### config.mk
export PLATFORM = sky130hd
export DESIGN_NAME = mts_regs
export DESIGN_NICKNAME = d
export VERILOG_FILES = /design/src/logic/mts_pkg.sv /design/src/logic/mts_regs.sv /design/src/logic/mts_sense.sv
export VERILOG_INCLUDE_DIRS = /design/src /design/src/logic
export SDC_FILE = /design/constraint.sdc
export NUM_CORES = 1
export LEC_CHECK = 0
export ABC_AREA = 1
export BUFFER_PORTS_ARGS = -buffer_cell sky130_fd_sc_hd__buf_2
export CAP_MARGIN = 30
export CELL_PAD_IN_SITES_DETAIL_PLACEMENT = 1
export CELL_PAD_IN_SITES_GLOBAL_PLACEMENT = 1
export CORE_ASPECT_RATIO = 0.6
export CORE_MARGIN = 2
export CORE_UTILIZATION = 34
export DETAILED_ROUTE_END_ITERATION = 6
export MAX_ROUTING_LAYER = met4
export PLACE_DENSITY_LB_ADDON = 0.2
export SLEW_MARGIN = 40
export SYNTH_ARGS = -nofsm -noshare
export SYNTH_HDL_FRONTEND = slang
export SYNTH_HIERARCHICAL = 1
export SYNTH_SLANG_ARGS = --single-unit
### constraint.sdc
create_clock -name core_clk -period 1.5 [get_ports core_clk]
set_input_delay 0.075 -clock core_clk [delete_from_list [all_inputs] [get_ports core_clk]]
set_output_delay 0.075 -clock core_clk [all_outputs]
set_load 0.01 [all_outputs]
### src/logic/mts_consts.svh
// Offsets, field positions, reset values and the two indexes for the test/strap registers
`ifndef MTS_CONSTS_SVH
`define MTS_CONSTS_SVH
`define MTS_EXT_PORT        16'h03CF
`define MTS_IDX_TEST_CTRL   8'h96
`define MTS_IDX_STRAP_RB    8'h97
`define MTS_BIT_LATCH_ID    0
`define MTS_BIT_DATA_TRI    2
`define MTS_BIT_ADDR_TRI    3
`define MTS_CTRL_WMASK      8'h0D
`define MTS_CTRL_RST        8'h00
`define MTS_STRAP_RST       8'h00
`define MTS_ID_RST          3'h0
`endif

### src/logic/mts_pkg.sv
// Types shared by the test/strap register block
package mts_pkg;
	typedef enum logic [1:0] {
		MTS_SNS_RESET = 2'b00,
		MTS_SNS_IDLE  = 2'b01,
		MTS_SNS_ARMED = 2'b10
	} mts_sense_e;
	typedef logic [7:0] mts_byte_t;
endpackage

### src/logic/mts_regs.sv
// Memory test control and strap readback extension registers
`timescale 1ns/1ps
`include "mts_consts.svh"
// Function
// - The test control register answers at port 3CF under index 96.
// - The strap readback register answers at port 3CF under index 97 and is read only.
// - Control bit 3 set floats both address buses and the memory strobes.
// - Control bit 3 clear drives address and strobes normally.
// - Control bit 2 set floats memory data buses zero and two, clear lets them run.
// - ID inputs are sampled while bit 0 is one and latched when it returns to zero.
// - Readback bits 7 to 4 show the four strap pull-ups, zero when absent.
// - Straps are sensed at reset and again whenever bit 0 returns from one to zero.
module mts_regs #(
	parameter int ID_W = 3
) (
	input  wire logic             core_clk,
	input  wire logic             nrst,
	input  wire logic             clk_en,
	input  wire logic [15:0]      io_addr,
	input  wire logic             io_wr,
	input  wire logic             io_rd,
	input  wire logic [7:0]       index_val,
	input  wire logic [7:0]       io_wdata,
	output mts_pkg::mts_byte_t    io_rdata,
	output logic                  io_rvalid,
	input  wire logic [3:0]       strap_in,
	input  wire logic [ID_W-1:0]  mon_id_in,
	output logic                  mem_addr_ctl_oe,
	output logic                  mem_data_02_oe,
	output logic [ID_W-1:0]       monitor_identification
);
	import mts_pkg::*;
	initial begin
		if (ID_W < 1 || ID_W > 8) $error("ID_W out of range");
	end
	function automatic logic hit(input logic [15:0] a, input logic [7:0] i,
		input logic [7:0] want);
		hit = (a == `MTS_EXT_PORT) && (i == want);
	endfunction
	mts_byte_t       ctrl_reg, ctrl_next;
	mts_byte_t       rdata_reg, rdata_next;
	logic            rvalid_reg, rvalid_next;
	logic            aoe_reg, aoe_next;
	logic            doe_reg, doe_next;
	logic [ID_W-1:0] id_out_reg;
	logic [3:0]      strap_val;
	logic [ID_W-1:0] id_val;
	mts_sense #(.ID_W(ID_W)) u_sense (
		.core_clk   (core_clk),
		.nrst       (nrst),
		.clk_en     (clk_en),
		.latch_bit  (ctrl_reg[`MTS_BIT_LATCH_ID]),
		.strap_in   (strap_in),
		.mon_id_in  (mon_id_in),
		.strap_val  (strap_val),
		.mon_id_val (id_val)
	);
	always_comb begin
		ctrl_next   = ctrl_reg;
		rdata_next  = 8'h00;
		rvalid_next = io_rd;
		// Reserved bits masked so they stay zero whatever software writes
		if (io_wr && hit(io_addr, index_val, `MTS_IDX_TEST_CTRL)) begin
			ctrl_next = io_wdata & `MTS_CTRL_WMASK;
		end
		// Writes to the readback index are dropped
		if (io_rd && hit(io_addr, index_val, `MTS_IDX_TEST_CTRL)) begin
			rdata_next = ctrl_reg;
		end else if (io_rd && hit(io_addr, index_val, `MTS_IDX_STRAP_RB)) begin
			rdata_next = {strap_val, 4'h0};
		end
		aoe_next = !ctrl_next[`MTS_BIT_ADDR_TRI];
		doe_next = !ctrl_next[`MTS_BIT_DATA_TRI];
	end
	always_ff @(posedge core_clk or negedge nrst) begin
		if (!nrst) begin
			ctrl_reg   <= `MTS_CTRL_RST;
			rdata_reg  <= 8'h00;
			rvalid_reg <= 1'b0;
			aoe_reg    <= 1'b1;
			doe_reg    <= 1'b1;
			id_out_reg <= '0;
		end else if (clk_en) begin
			ctrl_reg   <= ctrl_next;
			rdata_reg  <= rdata_next;
			rvalid_reg <= rvalid_next;
			aoe_reg    <= aoe_next;
			doe_reg    <= doe_next;
			id_out_reg <= id_val;
		end
	end
	assign io_rdata               = rdata_reg;
	assign io_rvalid              = rvalid_reg;
	assign mem_addr_ctl_oe        = aoe_reg;
	assign mem_data_02_oe         = doe_reg;
	assign monitor_identification = id_out_reg;
endmodule // mts_regs

### src/logic/mts_sense.sv
// Strap and monitor ID sense sequencer
`timescale 1ns/1ps
`include "mts_consts.svh"
module mts_sense #(
	parameter int ID_W = 3
) (
	input  wire logic            core_clk,
	input  wire logic            nrst,
	input  wire logic            clk_en,
	input  wire logic            latch_bit,
	input  wire logic [3:0]      strap_in,
	input  wire logic [ID_W-1:0] mon_id_in,
	output logic      [3:0]      strap_val,
	output logic      [ID_W-1:0] mon_id_val
);
	import mts_pkg::*;
	initial begin
		if (ID_W < 1 || ID_W > 8) $error("ID_W out of range");
	end
	mts_sense_e            st_reg, st_next;
	logic [3:0]            strap_reg, strap_next;
	logic [ID_W-1:0]       samp_reg, samp_next;
	logic [ID_W-1:0]       id_reg, id_next;
	always_comb begin
		st_next    = st_reg;
		strap_next = strap_reg;
		samp_next  = samp_reg;
		id_next    = id_reg;
		case (st_reg)
			MTS_SNS_RESET: begin
				strap_next = strap_in;
				st_next    = MTS_SNS_IDLE;
			end
			MTS_SNS_IDLE: begin
				if (latch_bit) begin
					samp_next = mon_id_in;
					st_next   = MTS_SNS_ARMED;
				end
			end
			MTS_SNS_ARMED: begin
				if (latch_bit) begin
					samp_next = mon_id_in;
				end else begin
					id_next    = samp_reg;
					strap_next = strap_in;
					st_next    = MTS_SNS_IDLE;
				end
			end
			default: st_next = MTS_SNS_IDLE;
		endcase
	end
	always_ff @(posedge core_clk or negedge nrst) begin
		if (!nrst) begin
			st_reg    <= MTS_SNS_RESET;
			strap_reg <= 4'h0;
			samp_reg  <= '0;
			id_reg    <= '0;
		end else if (clk_en) begin
			st_reg    <= st_next;
			strap_reg <= strap_next;
			samp_reg  <= samp_next;
			id_reg    <= id_next;
		end
	end
	assign strap_val  = strap_reg;
	assign mon_id_val = id_reg;
endmodule // mts_sense

==> summary.txt <==
Clocking
  – Clock tree buffer depth: 2
  – Clock sinks: 28
  – Num CTS Buffers: 3
  – Post-CTS Setup Inserts: 0
  – Clock Latency Late Sink: about 0.27 ns
  – CTS tree: done
  – Root buffer cell: clkbuf_8
  – H-tree depth: 1
  – Clk pin slew, worst setup/hold paths: approximately 0.10 ns

Route
  – Post-DR vias/cell: 4.38
  – DR WL/cell: roughly 12 um
  – Total Wirelength: 3.79 mm
  – DRC viols: 0
  – DR iter-0 viols: 28
  – Antenna-violating nets left: 0
  – Via count: 1389
  – 1st-pass router iterations: 4

Global route
  – Largest net degree at the start of global routing: 29
  – Gr usage total: 17.1%
  – Grt total ovfl: 0
  – Global-route wire length before repair: around 6.9 mm
  – Vias in the first global route: 1429
  – Initial antenna violation count: 0

Floorplan
  – # IOs: slightly below 60
  – Die Y: 56.7 um
  – Die area: 5220 um2
  – Initial Utilization: about a third
  – Core Footprint: 4520 um2
  – Die W: 91.9 um
  – # rows: 19

Run status
  – Outcome: complete, no violations

STA
  – Min Tclk post-route: 1.24 ns
  – Slew @ Worst Pin: 0.622 ns
  – Slew margin rel.: 58.5%
  – Unrepaired setup endpoints after global routing: false
  – Final Slew Violations: 0
  – Setup Skew: 0.00733 ns
  – Setup TNS: 0 ns
  – # setup viols final: 0
  – Fin crit share: 82.9%
  – Fmax: 0.804 GHz
  – Hold Vio Cnt, Final: 0
  – Min setup slack post-route: 0.256 ns
  – Hold WS: between 0.04 and 0.05 ns

Worst hold path
  – Hold Crit Class: primary input to flop
  – WHS Path Cells: 3

Yosys
  – Syn avg cell area: 7.84 um2
  – Syn Inst Count: approximately 200
  – Asr flop ratio synth: 100%
  – Unique masters post-synth: 23
  – Yosys reg bits: 28
  – Synth Cell Area: 1580 um2
  – YS warnings: 6
  – Register area share after synthesis: 44.6%
  – Post-Syn Nets: around 250
  – Most common flop cell mapped by yosys: dfrtp_1
  – Post-synth EDFFs: 0

Setup path
  – R2R depth: 7
  – Data required, critical path: 1.67 ns
  – CP arrival: between 1 and 1.5 ns
  – Worst Path Max Fanout: 5
  – Worst Setup End Kind: flop
  – Setup Crit Path Kind: flop to flop
  – Max stage delay cell, worst path: dfrtp_1
  – CP peak stage delay: between 0.4 and 0.5 ns
  – Startpoint Class: flop
  – Reg2reg setup slack: 0.26 ns
  – Critical Path, Cell by Cell: inv_1 -> ha_1 -> inv_2 -> nand2_2 -> nand3_2 -> nand2_1 -> nand2_1
  – Cell mode on critical path: nand2_1

Final layout
  – Post-layout util: a little over two fifths
  – # diodes: 0
  – # nets final: around 300
  – Post-route insts no fill: 317
  – Max FFs per register: 7
  – Share of cells above drive strength 1: 34.6%
  – Fill cells: between 500 and 600
  – P&R area growth vs syn: 25.1%
  – Commonest non-fill, non-tap cell in the layout: nand2_1
  – Most frequent cells in the layout: nand2_1 (66), buf_2 (51), inv_1 (26), dfrtp_1 (26), nor2_1 (12)

Run
  – MaxCap Viol Count: 0

Power
  – Worst vdd ir: around 0.00043 V
  – Pleak: 0.00110 uW
  – Pwr dens: 919 nW/um2

Place
  – Worst slack, placed: between 0.2 and 0.3 ns
  – GP Congestion: ~0.75
  – Cells after DPL: 312
  – Port Buffers: 51
  – Hpwl dp: approximately 3 mm
power by group:
| part | internal (uW) | switching [uW] |
|---|---|---|
| Combinational | 135 | 213 |
| Sequential | 831 | 43.0 |
| Clock | 357 | 233 |
through the flow:
step	total power (uW)	instance area, um2
after global routing	1950	1970
final	1810	1970
after global placement	1230	1890
after CTS	1840	1970
after detailed placement	1240	1890
after floorplan	1100	1580
layout make-up:
class	instances	area (um2)	share of cell area [%]
clock buffer	3	41.3	2.09
clock inverter	1	30.0	1.52
inverter	31	116	5.90
multi-input combinational	138	729	37.0
sequential	28	703	35.7
tap	63	78.8	4.00
timing repair buffer	53	273	13.8
per-layer routing:
layer / up-vias / routed length (um) / GRT usage (%)
met5: - / 0 / -
met4: 0 / 24 / 2.56
met3: 2 / 141 / 3.89
met2: 24 / 1450 / 22.8
met1: 633 / 2170 / 26.5
li1: 730 / - / -
worst paths after layout:
path                                            from                         to
max in group asynchronous                       nrst                io_rdata[7]
max reg2reg                        u_sense/st_reg[0]       u_sense/strap_val[1]
max                                u_sense/st_reg[0]       u_sense/strap_val[1]
min reg2reg                monitor_identification[1]  monitor_identification[1]
min in group asynchronous                       nrst        u_sense/samp_reg[0]
min                                     mon_id_in[1]        u_sense/samp_reg[1]
worst max-delay path: cells and delay by family (launching register included):
family	cells	cell delay, ns
flip-flops	1	0.41
buffers and inverters	2	0.15
adder cells (fa/ha/maj)	1	0.25
AND/OR/NAND/NOR	4	0.34
what timing repair did:
item                                    CTS  global route
resized for setup                         0             0
endpoints found under the setup margin    0             0
endpoints found under the hold margin    26             0
hold buffers                              1             0
logic make-up (layout without fill, tap and decap cells):
| logic type | after synthesis | after routing | synth area share [%] |
|---|---|---|---|
| AO/OA/AOI/OAI | 8 | 8 | 2.54 |
| AND/OR/NAND/NOR | 126 | 126 | 41.1 |
| adder cells (fa/ha/maj) | 3 | 3 | 2.38 |
| other | 1 | 1 | 0.238 |
| buffers and inverters | 35 | 88 | 9.13 |
| flip-flops | 28 | 28 | 44.6 |
cell usage after synthesis, drive strengths merged, types with 2 or more instances:
cell | n | area, um2
o21ai | 5 | 25.0
dfstp | 2 | 52.6
a21oi | 3 | 15.0
nand3b | 2 | 27.5
dfrtp | 26 | 651
nand2 | 71 | 279
nand4 | 12 | 81.3
buf | 3 | 23.8
nor2 | 24 | 145
inv | 31 | 116
ha | 3 | 37.5
nand3 | 17 | 115
Power figures use the tool's default switching activity.
